[src/lpm_pkg.sv]
/*
 * Package for the legacy activity monitor: configuration offsets, field
 * positions, reset values, timing constants and the system state type.
 * Assumes a byte-wide configuration port addressed by configuration offset.
 */
package lpm_pkg;
	localparam logic [7:0] OFF_STANDBY_CFG  = 8'h54;
	localparam logic [7:0] OFF_APM_CFG      = 8'h55;
	localparam logic [7:0] OFF_DISPLAY_CFG  = 8'h59;
	localparam logic [7:0] OFF_STANDBY_SEL  = 8'h60;
	localparam logic [7:0] OFF_DISPLAY_SEL  = 8'h64;
	localparam logic [7:0] OFF_FLOPPY_PAR   = 8'h68;
	localparam logic [7:0] OFF_DEV_ENABLES  = 8'h6c;
	localparam logic [7:0] OFF_SER_PAR_EN   = 8'h70;
	localparam logic [7:0] OFF_INPUT_PIN    = 8'h72;
	localparam logic [7:0] OFF_RESET_CAUSE  = 8'h74;
	localparam logic [7:0] OFF_BUS_ACTIVITY_EVENT      = 8'h75;
	localparam logic [7:0] OFF_SYS_STATE    = 8'h82;
	localparam logic [7:0] OFF_MEM_GROUP_A  = 8'h94;
	localparam logic [7:0] OFF_IO_GROUP_C   = 8'ha4;
	localparam logic [7:0] OFF_RING_COUNT   = 8'hb7;
	localparam logic [7:0] OFF_IDLE_MASK    = 8'hc8;
	localparam logic [7:0] BYTE_RESET       = 8'h00;
	localparam logic [15:0] HALF_RESET      = 16'h0000;
	localparam logic [31:0] WORD_RESET      = 32'h0000_0000;
	// Device enable bit positions
	localparam int EN_PRI_DRQ   = 0;
	localparam int EN_SEC_DRQ   = 1;
	localparam int EN_VID_MEM   = 22;
	localparam int EN_VID_CS    = 23;
	localparam int EN_VID_IO    = 24;
	localparam int EN_FDD_DMA_REQUEST_TWO  = 26;
	localparam int EN_KBD_IRQ1  = 27;
	localparam int EN_KBD_IRQ12 = 28;
	localparam int EN_PRI_ALT   = 29;
	localparam int EN_SEC_ALT   = 30;
	localparam int EN_INT_IDE   = 31;
	// Serial and parallel enable bit positions, and the bus activity enable bit
	localparam int SP_PAR_BASE  = 8;
	localparam int SP_PAR_EVENT = 11;
	localparam int SP_IOGP_EN   = 12;
	localparam int SP_EC_PORTS  = 13;
	localparam int BA_ENABLE    = 14;
	// Event vector positions
	localparam int EV_PRI = 0;
	localparam int EV_SEC = 1;
	localparam int EV_VID = 2;
	localparam int EV_FDD = 3;
	localparam int EV_SER = 4;
	localparam int EV_KBD = 5;
	localparam int EV_PAR = 6;
	localparam int EV_MEM = 7;
	localparam int EV_IOG = 8;
	localparam int EV_USB = 9;
	localparam int EV_BUS = 10;
	localparam int EV_RING = 11;
	localparam int EV_W   = 16;
	// Timer tick: one idle-timer unit
	localparam int CLK_MHZ      = 250;
	localparam int TICK_US      = 1000;
	localparam int TICK_CYCLES  = TICK_US * CLK_MHZ;
	typedef enum logic [1:0] {
		LPM_ON      = 2'b01,
		LPM_STANDBY = 2'b10
	} lpm_sys_e;
endpackage

[src/lpm_monitor.sv]
/*
 * Legacy activity monitor: event decode, standby, display and APM idle
 * timers, system state, bus activity and ring counting.
 * Assumes observed bus cycles arrive as one-cycle pulses on core_clk and
 * that pin inputs are asynchronous.
 */
`timescale 1ns/100ps

module lpm_monitor
	import lpm_pkg::*;
#(
	parameter int TICK_LEN = TICK_CYCLES
)(
	input  wire logic        core_clk,
	input  wire logic        reset_n,
	input  wire logic        cfg_wr,
	input  wire logic        cfg_rd,
	input  wire logic [7:0]  cfg_addr,
	input  wire logic [7:0]  cfg_wdata,
	output logic      [7:0]  cfg_rdata,
	input  wire logic        cyc_valid,
	input  wire logic        cyc_io,
	input  wire logic [31:0] cyc_addr,
	input  wire logic        ide_pri_access,
	input  wire logic        ide_sec_access,
	input  wire logic        ide_pri_dma_req,
	input  wire logic        ide_sec_dma_req,
	input  wire logic        usb_attach_change,
	input  wire logic        usb_busy,
	input  wire logic [7:0]  dma_req,
	input  wire logic        irq_keyboard,
	input  wire logic        irq_mouse,
	input  wire logic        video_chip_select_n,
	input  wire logic        ring_indicate,
	input  wire logic        pci_target_ready_sample,
	output logic             system_standby,
	output logic             standby_timeout_smi,
	output logic             standby_to_on_smi,
	output logic             display_timeout_smi,
	output logic             display_activity_smi,
	output logic             apm_timeout_smi,
	output logic             bus_activity_event
);
	function automatic logic io_in(input logic [15:0] a, input logic [15:0] lo, input logic [15:0] hi);
		io_in = (a >= lo) && (a <= hi);
	endfunction

	function automatic logic [15:0] com_base(input int i);
		case (i)
			0: com_base = 16'h03f8;
			1: com_base = 16'h02f8;
			2: com_base = 16'h03e8;
			3: com_base = 16'h02e8;
			4: com_base = 16'h0338;
			5: com_base = 16'h0238;
			6: com_base = 16'h02e0;
			default: com_base = 16'h0220;
		endcase
	endfunction

	logic [7:0]  standby_cfg_r, apm_cfg_r, display_cfg_r, floppy_par_r, reset_cause_r, ring_match_r, idle_mask_r;
	logic [15:0] standby_sel_r, display_sel_r, ser_par_r, input_pin_r, bus_activity_event_r, io_group_c_r;
	logic [31:0] dev_en_r, mem_group_a_r;
	lpm_sys_e    state_r;
	logic [12:0] sync1_r, sync2_r;
	logic        ring_prev_r;

	// Register writes
	always_ff @(posedge core_clk)
	begin
		if (!reset_n)
		begin
			standby_cfg_r <= BYTE_RESET;
			apm_cfg_r     <= BYTE_RESET;
			display_cfg_r <= BYTE_RESET;
			floppy_par_r  <= BYTE_RESET;
			ring_match_r  <= BYTE_RESET;
			idle_mask_r   <= BYTE_RESET;
			standby_sel_r <= HALF_RESET;
			display_sel_r <= HALF_RESET;
			ser_par_r     <= HALF_RESET;
			input_pin_r   <= HALF_RESET;
			bus_activity_event_r     <= HALF_RESET;
			io_group_c_r  <= HALF_RESET;
			dev_en_r      <= WORD_RESET;
			mem_group_a_r <= WORD_RESET;
		end
		else if (cfg_wr)
		begin
			case (cfg_addr)
				OFF_STANDBY_CFG: standby_cfg_r <= cfg_wdata;
				OFF_APM_CFG: apm_cfg_r <= cfg_wdata;
				OFF_DISPLAY_CFG: display_cfg_r <= cfg_wdata;
				OFF_FLOPPY_PAR: floppy_par_r <= cfg_wdata;
				OFF_RING_COUNT: ring_match_r <= cfg_wdata;
				OFF_IDLE_MASK: idle_mask_r <= cfg_wdata;
				OFF_STANDBY_SEL, OFF_STANDBY_SEL + 8'h01: standby_sel_r[8*cfg_addr[0] +: 8] <= cfg_wdata;
				OFF_DISPLAY_SEL, OFF_DISPLAY_SEL + 8'h01: display_sel_r[8*cfg_addr[0] +: 8] <= cfg_wdata;
				OFF_SER_PAR_EN, OFF_SER_PAR_EN + 8'h01: ser_par_r[8*cfg_addr[0] +: 8] <= cfg_wdata;
				OFF_INPUT_PIN, OFF_INPUT_PIN + 8'h01: input_pin_r[8*cfg_addr[0] +: 8] <= cfg_wdata;
				OFF_BUS_ACTIVITY_EVENT: bus_activity_event_r[7:0] <= cfg_wdata;
				OFF_BUS_ACTIVITY_EVENT + 8'h01: bus_activity_event_r[15:8] <= cfg_wdata;
				OFF_IO_GROUP_C, OFF_IO_GROUP_C + 8'h01: io_group_c_r[8*cfg_addr[0] +: 8] <= cfg_wdata;
				OFF_DEV_ENABLES, OFF_DEV_ENABLES + 8'h01, OFF_DEV_ENABLES + 8'h02, OFF_DEV_ENABLES + 8'h03:
					dev_en_r[8*cfg_addr[1:0] +: 8] <= cfg_wdata;
				OFF_MEM_GROUP_A, OFF_MEM_GROUP_A + 8'h01, OFF_MEM_GROUP_A + 8'h02, OFF_MEM_GROUP_A + 8'h03:
					mem_group_a_r[8*cfg_addr[1:0] +: 8] <= cfg_wdata;
				default: ;
			endcase
		end
	end

	// Pin synchronisers
	always_ff @(posedge core_clk)
	begin
		if (!reset_n)
		begin
			sync1_r     <= 13'h1800;
			sync2_r     <= 13'h1800;
			ring_prev_r <= 1'b0;
		end
		else
		begin
			sync1_r     <= {pci_target_ready_sample, video_chip_select_n, ring_indicate, irq_mouse, irq_keyboard, dma_req};
			sync2_r     <= sync1_r;
			ring_prev_r <= sync2_r[10];
		end
	end

	logic [7:0]  drq_s;
	logic        ring_rise, trdy_s, vcs_s;
	logic [15:0] ioa;
	logic        io_cyc, mem_cyc;
	assign drq_s     = sync2_r[7:0];
	assign ring_rise = sync2_r[10] && !ring_prev_r;
	assign vcs_s     = !sync2_r[11];
	assign trdy_s    = !sync2_r[12];
	assign ioa       = cyc_addr[15:0];
	assign io_cyc    = cyc_valid && cyc_io;
	assign mem_cyc   = cyc_valid && !cyc_io;

	// Event decode
	logic [EV_W-1:0] ev_raw, ev;
	logic            ring_event_r, bus_activity_event_pulse;
	logic [15:0]     fdd_lo;
	logic            ser_hit, par_hit, par_drq;
	always_comb
	begin
		fdd_lo  = floppy_par_r[0] ? 16'h0370 : 16'h03f0;
		ser_hit = 1'b0;
		for (int i = 0; i < 8; i++)
			if (ser_par_r[i] && io_in(ioa, com_base(i), com_base(i) + 16'h0007))
				ser_hit = 1'b1;
		par_hit = (ser_par_r[SP_PAR_BASE] && io_in(ioa, 16'h0378, 16'h037f))
			|| (ser_par_r[SP_PAR_BASE + 1] && io_in(ioa, 16'h0278, 16'h027f))
			|| (ser_par_r[SP_PAR_BASE + 2] && io_in(ioa, 16'h03bc, 16'h03bf));
		case (floppy_par_r[2:1])
			2'b01: par_drq = drq_s[0];
			2'b10: par_drq = drq_s[1];
			2'b11: par_drq = drq_s[3];
			default: par_drq = 1'b0;
		endcase
		ev_raw = '0;
		ev_raw[EV_PRI] = (io_cyc && (io_in(ioa, 16'h01f0, 16'h01f7) || (dev_en_r[EN_PRI_ALT] && ioa == 16'h03f6)))
			|| (dev_en_r[EN_INT_IDE] && ide_pri_access) || (dev_en_r[EN_PRI_DRQ] && ide_pri_dma_req);
		ev_raw[EV_SEC] = (io_cyc && (io_in(ioa, 16'h0170, 16'h0177) || (dev_en_r[EN_SEC_ALT] && ioa == 16'h0376)))
			|| (dev_en_r[EN_INT_IDE] && ide_sec_access) || (dev_en_r[EN_SEC_DRQ] && ide_sec_dma_req);
		ev_raw[EV_VID] = (dev_en_r[EN_VID_MEM] && mem_cyc && cyc_addr >= 32'h000a_0000 && cyc_addr <= 32'h000b_ffff)
			|| (dev_en_r[EN_VID_CS] && vcs_s)
			|| (dev_en_r[EN_VID_IO] && io_cyc && io_in(ioa, 16'h03b0, 16'h03df));
		ev_raw[EV_FDD] = (io_cyc && io_in(ioa, fdd_lo, fdd_lo + 16'h0007))
			|| (dev_en_r[EN_FDD_DMA_REQUEST_TWO] && drq_s[2]);
		ev_raw[EV_SER] = io_cyc && ser_hit;
		ev_raw[EV_KBD] = (io_cyc && (ioa == 16'h0060 || ioa == 16'h0064))
			|| (dev_en_r[EN_KBD_IRQ1] && sync2_r[8]) || (dev_en_r[EN_KBD_IRQ12] && sync2_r[9]);
		ev_raw[EV_PAR] = ser_par_r[SP_PAR_EVENT] && ((io_cyc && par_hit) || par_drq);
		ev_raw[EV_MEM] = mem_group_a_r[0] && mem_cyc
			&& (((cyc_addr[31:14] ^ mem_group_a_r[31:14]) & ~{8'h00, mem_group_a_r[13:4]}) == 18'h0);
		ev_raw[EV_IOG] = io_cyc && ((ser_par_r[SP_IOGP_EN]
			&& (((ioa[15:2] ^ io_group_c_r[15:2]) & ~{12'h000, io_group_c_r[1:0]}) == 14'h0))
			|| (ser_par_r[SP_EC_PORTS] && (ioa == 16'h0062 || ioa == 16'h0066)));
		ev_raw[EV_USB] = usb_attach_change || usb_busy;
		ev_raw[EV_BUS] = bus_activity_event_pulse;
		ev_raw[EV_RING] = ring_event_r;
		ev = (idle_mask_r != BYTE_RESET) ? '0 : ev_raw;
	end

	logic sb_event, disp_event;
	assign sb_event   = |(ev & standby_sel_r);
	assign disp_event = |(ev & display_sel_r);

	// Timer tick divider
	logic [31:0] tick_cnt_r;
	logic        tick;
	assign tick = (tick_cnt_r == 32'(TICK_LEN - 1));
	always_ff @(posedge core_clk)
	begin
		if (!reset_n)
			tick_cnt_r <= WORD_RESET;
		else
			tick_cnt_r <= tick ? WORD_RESET : tick_cnt_r + 32'h1;
	end

	// Standby timer and system state
	logic [7:0] sb_cnt_r;
	logic       sb_run_r, sb_expire, wr_sb, wr_state;
	assign wr_sb     = cfg_wr && cfg_addr == OFF_STANDBY_CFG;
	assign wr_state  = cfg_wr && cfg_addr == OFF_SYS_STATE;
	assign sb_expire = sb_run_r && tick && sb_cnt_r == 8'h01 && !sb_event && !wr_sb;
	always_ff @(posedge core_clk)
	begin
		if (!reset_n)
		begin
			sb_cnt_r <= BYTE_RESET;
			sb_run_r <= 1'b0;
		end
		else if (wr_sb)
		begin
			sb_cnt_r <= cfg_wdata;
			sb_run_r <= cfg_wdata != BYTE_RESET;
		end
		else if (sb_event && standby_cfg_r != BYTE_RESET)
		begin
			sb_cnt_r <= standby_cfg_r;
			sb_run_r <= 1'b1;
		end
		else if (sb_run_r && tick)
		begin
			sb_cnt_r <= sb_cnt_r - 8'h01;
			sb_run_r <= sb_cnt_r != 8'h01;
		end
	end

	always_ff @(posedge core_clk)
	begin
		if (!reset_n)
		begin
			state_r             <= LPM_ON;
			standby_timeout_smi <= 1'b0;
			standby_to_on_smi   <= 1'b0;
			reset_cause_r       <= BYTE_RESET;
		end
		else
		begin
			standby_timeout_smi <= sb_expire;
			standby_to_on_smi   <= !wr_state && sb_event && state_r == LPM_STANDBY;
			if (!wr_state && sb_event && state_r == LPM_STANDBY)
				reset_cause_r <= ev[7:0];
			if (wr_state)
				state_r <= cfg_wdata[0] ? LPM_STANDBY : LPM_ON;
			else if (sb_event && state_r == LPM_STANDBY)
				state_r <= LPM_ON;
			else if (sb_expire)
				state_r <= LPM_STANDBY;
		end
	end
	assign system_standby = state_r[1];

	// Display timer
	logic [7:0] dp_cnt_r;
	logic       dp_run_r, dp_expired_r, dp_expire, wr_dp;
	assign wr_dp     = cfg_wr && cfg_addr == OFF_DISPLAY_CFG;
	assign dp_expire = dp_run_r && tick && dp_cnt_r == 8'h01 && !disp_event && !wr_dp;
	always_ff @(posedge core_clk)
	begin
		if (!reset_n)
		begin
			dp_cnt_r             <= BYTE_RESET;
			dp_run_r             <= 1'b0;
			dp_expired_r         <= 1'b0;
			display_timeout_smi  <= 1'b0;
			display_activity_smi <= 1'b0;
		end
		else
		begin
			display_timeout_smi  <= dp_expire;
			display_activity_smi <= disp_event && dp_expired_r;
			if (dp_expire)
				dp_expired_r <= 1'b1;
			else if (disp_event)
				dp_expired_r <= 1'b0;
			if (wr_dp)
			begin
				dp_cnt_r <= cfg_wdata;
				dp_run_r <= cfg_wdata != BYTE_RESET;
			end
			else if (disp_event && display_cfg_r != BYTE_RESET)
			begin
				dp_cnt_r <= display_cfg_r;
				dp_run_r <= 1'b1;
			end
			else if (dp_run_r && tick)
			begin
				dp_cnt_r <= dp_cnt_r - 8'h01;
				dp_run_r <= dp_cnt_r != 8'h01;
			end
		end
	end

	// APM timer
	logic [5:0] apm_cnt_r;
	logic       apm_run_r, apm_expire, wr_apm;
	assign wr_apm     = cfg_wr && cfg_addr == OFF_APM_CFG;
	assign apm_expire = apm_run_r && tick && apm_cnt_r == 6'h01 && !wr_apm;
	always_ff @(posedge core_clk)
	begin
		if (!reset_n)
		begin
			apm_cnt_r       <= 6'h00;
			apm_run_r       <= 1'b0;
			apm_timeout_smi <= 1'b0;
		end
		else
		begin
			apm_timeout_smi <= apm_expire;
			if (wr_apm)
			begin
				apm_cnt_r <= cfg_wdata[5:0];
				apm_run_r <= cfg_wdata[5:0] != 6'h00;
			end
			else if (apm_expire)
			begin
				apm_cnt_r <= apm_cfg_r[6] ? apm_cfg_r[5:0] : 6'h00;
				apm_run_r <= apm_cfg_r[6];
			end
			else if (apm_run_r && tick)
				apm_cnt_r <= apm_cnt_r - 6'h01;
		end
	end

	// Bus activity window
	logic [7:0] win_cnt_r, trdy_cnt_r;
	logic [8:0] trdy_sum;
	logic       win_end;
	assign trdy_sum      = {1'b0, trdy_cnt_r} + {8'h00, trdy_s};
	assign win_end       = bus_activity_event_r[BA_ENABLE] && win_cnt_r == bus_activity_event_r[7:0] - 8'h01;
	assign bus_activity_event_pulse = bus_activity_event;
	always_ff @(posedge core_clk)
	begin
		if (!reset_n || !bus_activity_event_r[BA_ENABLE])
		begin
			win_cnt_r          <= BYTE_RESET;
			trdy_cnt_r         <= BYTE_RESET;
			bus_activity_event <= 1'b0;
		end
		else
		begin
			bus_activity_event <= win_end && trdy_sum > {3'b000, bus_activity_event_r[13:8]};
			win_cnt_r          <= win_end ? BYTE_RESET : win_cnt_r + 8'h01;
			trdy_cnt_r         <= win_end ? BYTE_RESET : (trdy_sum[8] ? 8'hff : trdy_sum[7:0]);
		end
	end

	// Ring counter
	logic [7:0] ring_cnt_r;
	always_ff @(posedge core_clk)
	begin
		if (!reset_n)
		begin
			ring_cnt_r   <= BYTE_RESET;
			ring_event_r <= 1'b0;
		end
		else
		begin
			ring_event_r <= ring_rise && (ring_cnt_r + 8'h01 >= ring_match_r);
			if (ring_rise)
				ring_cnt_r <= (ring_cnt_r + 8'h01 >= ring_match_r) ? BYTE_RESET : ring_cnt_r + 8'h01;
		end
	end

	// Register reads
	always_ff @(posedge core_clk)
	begin
		if (!reset_n)
			cfg_rdata <= BYTE_RESET;
		else if (cfg_rd)
		begin
			case (cfg_addr)
				OFF_STANDBY_CFG: cfg_rdata <= standby_cfg_r;
				OFF_APM_CFG: cfg_rdata <= apm_cfg_r;
				OFF_DISPLAY_CFG: cfg_rdata <= display_cfg_r;
				OFF_FLOPPY_PAR: cfg_rdata <= floppy_par_r;
				OFF_RESET_CAUSE: cfg_rdata <= reset_cause_r;
				OFF_SYS_STATE: cfg_rdata <= {7'h00, state_r == LPM_STANDBY};
				OFF_RING_COUNT: cfg_rdata <= ring_match_r;
				OFF_IDLE_MASK: cfg_rdata <= idle_mask_r;
				OFF_STANDBY_SEL, OFF_STANDBY_SEL + 8'h01: cfg_rdata <= standby_sel_r[8*cfg_addr[0] +: 8];
				OFF_DISPLAY_SEL, OFF_DISPLAY_SEL + 8'h01: cfg_rdata <= display_sel_r[8*cfg_addr[0] +: 8];
				OFF_SER_PAR_EN, OFF_SER_PAR_EN + 8'h01: cfg_rdata <= ser_par_r[8*cfg_addr[0] +: 8];
				OFF_INPUT_PIN, OFF_INPUT_PIN + 8'h01: cfg_rdata <= input_pin_r[8*cfg_addr[0] +: 8];
				OFF_BUS_ACTIVITY_EVENT: cfg_rdata <= bus_activity_event_r[7:0];
				OFF_BUS_ACTIVITY_EVENT + 8'h01: cfg_rdata <= bus_activity_event_r[15:8];
				OFF_IO_GROUP_C, OFF_IO_GROUP_C + 8'h01: cfg_rdata <= io_group_c_r[8*cfg_addr[0] +: 8];
				OFF_DEV_ENABLES, OFF_DEV_ENABLES + 8'h01, OFF_DEV_ENABLES + 8'h02, OFF_DEV_ENABLES + 8'h03:
					cfg_rdata <= dev_en_r[8*cfg_addr[1:0] +: 8];
				OFF_MEM_GROUP_A, OFF_MEM_GROUP_A + 8'h01, OFF_MEM_GROUP_A + 8'h02, OFF_MEM_GROUP_A + 8'h03:
					cfg_rdata <= mem_group_a_r[8*cfg_addr[1:0] +: 8];
				default: cfg_rdata <= BYTE_RESET;
			endcase
		end
	end
endmodule // lpm_monitor

[config.mk]
export PLATFORM = sky130hd
export DESIGN_NAME = lpm_monitor
export DESIGN_NICKNAME = d
export VERILOG_FILES = /design/src/lpm_pkg.sv /design/src/lpm_monitor.sv
export SDC_FILE = /design/constraint.sdc
export NUM_CORES = 1
export LEC_CHECK = 0
export ABC_AREA = 1
export BUFFER_PORTS_ARGS = -buffer_cell sky130_fd_sc_hd__buf_2
export CAP_MARGIN = 20
export CELL_PAD_IN_SITES_DETAIL_PLACEMENT = 0
export CELL_PAD_IN_SITES_GLOBAL_PLACEMENT = 1
export CORE_ASPECT_RATIO = 1.5
export CORE_MARGIN = 8
export CORE_UTILIZATION = 40
export CTS_CLUSTER_DIAMETER = 80
export DETAILED_ROUTE_END_ITERATION = 8
export GPL_TIMING_DRIVEN = 0
export HOLD_SLACK_MARGIN = 0.05
export MAX_ROUTING_LAYER = met4
export PLACE_DENSITY_LB_ADDON = 0.1
export SKIP_LAST_GASP = 1
export SYNTH_ARGS = -nofsm -noshare
export SYNTH_HDL_FRONTEND = slang
export SYNTH_SLANG_ARGS = --single-unit
[constraint.sdc]
create_clock -name core_clk -period 4.12 [get_ports core_clk]
set_clock_uncertainty 0.05 [all_clocks]
set_input_delay 0.618 -clock core_clk [delete_from_list [all_inputs] [get_ports core_clk]]
set_output_delay 0.618 -clock core_clk [all_outputs]
set_load 0.02 [all_outputs]
# Word-level counts from Yosys, hierarchy flattened
# Index checks and enable logic that the tools add are counted.
# op_classes
add_sub_neg	11
n_lt_le_gt_ge	34
n_eq_ne	45
shifts	11
mux	45
bitwise	9
reduce_logical	150
# ops
op	n
>= comparator 16 x 10 -> 1 bit (second input constant)	12
<= comparator 16 x 10 -> 1 bit (second input constant)	12
== test 8 x 7 -> 1 bit (second input constant)	19
one-hot mux 8 bit (17 select lines)	1
bitwise mux 16 bit	5
logical AND 1 bit	80
variable part select 16 x 5 -> 8 bit	5
== test 8 bit (second input constant)	9
2-to-1 mux 8 bit	9
bitwise mux 32 bit	2
== test 16 x 7 -> 1 bit (second input constant)	4
variable part select 32 x 6 -> 8 bit	2
negation 4 -> 34 bit	1
negation 5 -> 34 bit	1
variable shift 8 x 34 -> 16 bit (first input constant)	1
variable shift 8 x 34 -> 32 bit (first input constant)	1
variable part select 8 x 34 -> 16 bit	1
variable part select 8 x 34 -> 32 bit	1
adder 32 x 1 -> 32 bit (second input constant)	1
bitwise AND 12 x 16 -> 16 bit	2
== test 16 x 10 -> 1 bit (second input constant)	2
== test 32 x 18 -> 1 bit (second input constant)	1
>= comparator 16 x 9 -> 1 bit (second input constant)	2
>= comparator 32 x 20 -> 1 bit (second input constant)	1
41 further kinds	130
# totals
reg_bits	342
inputBits	73
out_inout_bits	15
elab_cells	344

# Longest topological paths before layout
# logic_depth
depth_word	21
mapped_depth	20
depth_no_buf	19

# Least setup slack after synthesis
# OpenSTA, ideal clock, no wires.
# synth_timing
path_type	input -> register
startpoint	input cfg_addr[0]
endpoint	register sb_cnt_r[5]
setup_time_ns	0.119
arrival_ns	3.015
required_ns	3.951
setup_slack_ns	0.936
path_stages	15
path_cell_list	inv_1 > clkbuf_1 > buf_1 > ha_1 > inv_1 > nor2_1 > inv_1 > nor2_4 > inv_1 > nor2_2 > inv_1 > buf_2 > a21oi_1 > or2_0 > a21oi_1
# synth_via
elab_chain_len	3
elab_cells_between_ends	4
classes_between	eq/ne (1); mux (1); reduce/logical (2)
# synth_rtl
item	line	source
from (decl)	lpm_monitor.sv:18	input wire logic [7:0] cfg_addr,
== test 8 x 7 -> 1 bit *	lpm_monitor.sv:207	assign wr_sb = cfg_wr && cfg_addr == OFF_STANDBY_CFG;
logical AND 1 bit *	lpm_monitor.sv:207	
nonzero test 3 bit (no source line) or 2-to-1 mux 8 bit (tied branches)	-	
to (signal assigned)	lpm_monitor.sv:219	sb_cnt_r <= cfg_wdata;
to (signal assigned)	lpm_monitor.sv:224	sb_cnt_r <= standby_cfg_r;
to (signal assigned)	lpm_monitor.sv:229	sb_cnt_r <= sb_cnt_r - 8'h01;
to (decl)	lpm_monitor.sv:205	logic [7:0] sb_cnt_r;
# Every way passes the cells marked *; elsewhere a longest branch is shown, timed or not.
# A chain may end at the register's enable or synchronous reset.

# Worst setup path after layout
# layout_timing
startpoint	input cfg_addr[0]
endpoint	register cfg_rdata[3]
# layout_via
elab_chain_len	3
elab_cells_between_ends	43
classes_between	eq/ne (28); shift (7); mux (1); reduce/logical (7)
# layout_rtl
item	line	source
parallel branches: the longest is 2 deep, another holds variable part select 32 x 6 -> 8 bit	-	
one-hot mux 8 bit (17 select lines) *	lpm_monitor.sv:378	case (cfg_addr)
to (signal assigned)	lpm_monitor.sv:379	OFF_STANDBY_CFG: cfg_rdata <= standby_cfg_r;
to (signal assigned)	lpm_monitor.sv:380	OFF_APM_CFG: cfg_rdata <= apm_cfg_r;
to (signal assigned)	lpm_monitor.sv:381	OFF_DISPLAY_CFG: cfg_rdata <= display_cfg_r;
to (decl)	lpm_monitor.sv:20	output logic [7:0] cfg_rdata,
# Mark *: on every way between the ends.

==> impl_metrics.env <==
export IMPL_outcome="finished, final reports clean"
export IMPL_cp_max_fo=11
export IMPL_wl_per_cell_um=22.0
export IMPL_place_hpwl_um=57100
export IMPL_die_width_um=189
export IMPL_clock_sinks=334
export IMPL_io_buffers=78
export IMPL_worstHoldPathType="in -> reg"
export IMPL_final_period_minus_worst_setup_slack_ns=3.93
export IMPL_synthArstFlopShare_pct=0
export IMPL_critPathKind="in -> reg"
export IMPL_critical_path_required_ns=4.53
export IMPL_clockRootBuffer="sky130_fd_sc_hd__clkbuf_16"
export IMPL_synth_mux_area_fraction_pct=0
export IMPL_remaining_drc_errors=0
export IMPL_ys_seq_elements=334
export IMPL_synth_fa_ha_area_share_pct=2.24
export IMPL_worstSkewPairLatency_ns=0.54
export IMPL_post_synth_cell_area_avg_um2=6.91
export IMPL_dieHeight_um=275
export IMPL_synthesis_nets=2697
export IMPL_setup_violations_final=0
export IMPL_post_synthesis_instance_area_um2=17900
export IMPL_post_synth_inst_count=2592
export IMPL_via_per_inst=5.53
export IMPL_hold_viol_final=0
export IMPL_worst_slew_pin_transition_ns=1.15
export IMPL_ys_seq_area_share_pct=37.4
export IMPL_drt_first_iter_violations=1487
export IMPL_cpMaxStageDelayCell="sky130_fd_sc_hd__nor2_1"
export IMPL_grt_setup_unrepaired="false"
export IMPL_grt_pass1_vias=17796
export IMPL_timing_critical_path_to_type="flip-flop"
export IMPL_antenna_found_initial=1
export IMPL_largest_family_of_logic_cells_by_synthesized_area="simple AND/OR/NAND/NOR gates"
export IMPL_layout_drive_gt1_share_pct=9.88
export IMPL_detail_route_antenna_nets=0
export IMPL_vias=18345
export IMPL_slowest_delay_ns=0.37
export IMPL_cp_data_arrival_time_ns=4.34
export IMPL_cell_type_group_with_the_largest_total_delay_on_the_critical_path="simple AND/OR/NAND/NOR gates"
export IMPL_report_power_total_mw=6.89
export IMPL_routability_congestion_estimate=1.02
export IMPL_route_final_wire_length_um=72900
export IMPL_nets=2812
export IMPL_global_route_wire_length_before_repair_um=108000
export IMPL_globalRouteTotalUtil_pct=28.1
export IMPL_initial_standard_cell_utilization_of_the_core_pct=40.3
export IMPL_cts_setup_buffers=0
export IMPL_postPlaceCellArea_um2=19000
export IMPL_grt_overflow_total=0
export IMPL_synth_edf_count=0
export IMPL_path_common_cell="sky130_fd_sc_hd__buf_2"
export IMPL_slew_headroom_pct=23.2
export IMPL_post_synth_and_or_nand_nor_area_fraction_pct=30.1
export IMPL_critPathBufInv=5
export IMPL_setup_worst_path_start_class="primary input"
export IMPL_leakagePower_nw=8.08
export IMPL_max_vdd_ir_drop_mv=0.290
export IMPL_fillerInstances=4789
export IMPL_worstPathCellList="buf_2, clkinvlp_4, buf_2, ha_1, nor2_1, nand2_1, nand3_1, buf_2, buf_2, nor2_1, o221ai_1, nand3_1, nand4_1, nand2_1, a21oi_1"
export IMPL_dieArea_um2=51900
export IMPL_cts_tree="built"
export IMPL_maxCapViolations=0
export IMPL_cts_root_to_sink_buffers=3
export IMPL_synth_cell_type_count=56
export IMPL_synth_xor_area_share_pct=2.35
export IMPL_fin_crit_sh_pct=95.3
export IMPL_layoutNonFillerInstCount=3315
export IMPL_cts_clk_slew_worst_paths_ns=0.06
export IMPL_yosys_warnings=0
export IMPL_cts_htree_levels=2
export IMPL_drt_pass1_iterations=8
export IMPL_fmaxAchievable_mhz=255
export IMPL_finalInstanceArea_um2=20100
export IMPL_fin_setup_tns_ns=0
export IMPL_synthFlopType="sky130_fd_sc_hd__dfxtp_1"
export IMPL_ioPinCount=88
export IMPL_grt_start_max_net_pins=14
export IMPL_synth_compound_area_share_pct=18.9
export IMPL_power_density_nw_per_um2=342
export IMPL_hold_worst_slack_ns=0.210
export IMPL_post_cts_hold_buffer_count=0
export IMPL_num_rows=95
export IMPL_timing_final_max_slew_violations=0
export IMPL_coreArea_um2=44500
export IMPL_cts_buffers=36
export IMPL_post_place_cells=3252
export IMPL_area_delta_synth_final_pct=12.5
-- cell usage in the layout (no fill, tap or decap), drive strengths merged, types with 32 or more instances in the layout --
cell type,count
buf,109
a211oi,79
clkbuf,122
a21oi,207
nand2,485
nor3,52
xor2,35
nor2,412
nand4,57
dfxtp,334
ha,32
inv,311
nand3,132
o21ai,197
-- through the flow --
step / worst slack, ns / utilization, %
3_5_place_dp: -1.08 / 42.8
3_3_place_gp: -1.13 / 42.8
2_1_floorplan: 0.936 / -
4_1_cts: -0.0304 / 45.3
6_report: 0.192 / 45.3
5_1_grt: 0.0238 / 45.3
-- Yosys cell counts (6+ instances only) --
cell,number,area [um2]
sky130_fd_sc_hd__nor2_1,385,1450
sky130_fd_sc_hd__inv_2,13,48.8
sky130_fd_sc_hd__nand2_1,464,1740
sky130_fd_sc_hd__o221ai_1,16,140
sky130_fd_sc_hd__nor2_4,10,113
sky130_fd_sc_hd__buf_1,9,33.8
sky130_fd_sc_hd__ha_1,32,400
sky130_fd_sc_hd__o21ai_1,9,45.0
sky130_fd_sc_hd__o211ai_1,10,75.1
sky130_fd_sc_hd__nand3_2,8,80.1
sky130_fd_sc_hd__nor3_1,38,190
sky130_fd_sc_hd__o22ai_1,15,93.8
sky130_fd_sc_hd__a211oi_1,79,593
sky130_fd_sc_hd__clkbuf_1,70,263
sky130_fd_sc_hd__nand2_2,14,87.6
sky130_fd_sc_hd__a21oi_1,202,1010
sky130_fd_sc_hd__dfxtp_1,334,6690
sky130_fd_sc_hd__a22o_1,6,52.6
sky130_fd_sc_hd__buf_2,19,95.1
sky130_fd_sc_hd__xor2_1,35,307
sky130_fd_sc_hd__nor2_2,15,93.8
sky130_fd_sc_hd__nand3_1,121,606
sky130_fd_sc_hd__o21ai_0,185,926
sky130_fd_sc_hd__xnor2_1,13,114
sky130_fd_sc_hd__or2_2,7,43.8
sky130_fd_sc_hd__nand3b_1,10,75.1
sky130_fd_sc_hd__clkinv_1,10,37.5
sky130_fd_sc_hd__inv_1,295,1110
sky130_fd_sc_hd__nor3_2,13,130
sky130_fd_sc_hd__nor4_1,18,113
sky130_fd_sc_hd__a221oi_1,13,114
sky130_fd_sc_hd__o2111ai_1,8,70.1
sky130_fd_sc_hd__nand4_1,57,357
-- cell families (layout without fill, tap and decap cells) --
group | count (synthesis) | count (layout)
AOI/OAI and AO/OA | 572 | 572
buffers and inverters | 421 | 561
xor gates and xnor gates | 48 | 48
and+or+nand+nor | 1185 | 1185
adders and majority gates | 32 | 32
other | 0 | 1
DFF | 334 | 334
-- worst reg2reg max path, delay by kind of cell, from the launching register on --
| kind | cells | cell delay (ns) |
|---|---|---|
| AOI/OAI and AO/OA | 1 | 0.17 |
| DFF | 1 | 0.32 |
| and+or+nand+nor | 14 | 2.14 |
| buffers and inverters | 1 | 0.10 |
-- timing repair --
item / in CTS / in global routing
setup endpoints to repair: 14 / 7
resized for setup: 5 / 5
cloned: 0 / 0
endpoints found under the hold margin: 0 / 0
-- registers in the layout, summed over array words and instances (netlist names), 9 cells and up --
signal                count
display_sel_r            16
sync1_r                   9
standby_sel_r            16
bus_activity_event_r     16
sync2_r                   9
mem_group_a_r            32
tick_cnt_r               32
dev_en_r                 32
ser_par_r                16
io_group_c_r             16
input_pin_r              16
-- worst paths after layout --
kind | cells past startpoint | to | slack (ns) | start
max reg2reg | 16 | dp_cnt_r[4] | 1.23 | idle_mask_r[3]
max | 15 | cfg_rdata[3] | 0.19 | cfg_addr[0]
min | 3 | sync1_r[8] | 0.21 | irq_keyboard
min reg2reg | 2 | sync2_r[1] | 0.36 | sync1_r[1]
-- power breakdown --
group | total, mW | switching, mW | internal, mW
Sequential | 3.25 | 0.00845 | 3.24
Clock | 3.16 | 1.40 | 1.76
Combinational | 0.472 | 0.368 | 0.104
-- routing by layer --
layer  GRT usage [%]  wire length (um)  vias up
met1            30.4             28100     8595
met5               -                 0        -
met2            49.7             36400      685
li1                -                 -     8861
met4            15.2              4320        0
met3            3.35              3970      204
-- final cells by class --
cell class / instances / area (um2) / share of cell area, %
clock inverter: 10 / 57.6 / 0.286
tap: 582 / 728 / 3.62
sequential: 334 / 6690 / 33.2
inverter: 320 / 1210 / 6.02
clock buffer: 53 / 1050 / 5.20
timing repair buffer: 78 / 390 / 1.94
buffer: 100 / 433 / 2.15
antenna: 1 / 2.50 / 0.0124
multi-input combinational: 1837 / 9580 / 47.6
(Power assumes the default switching activity.)
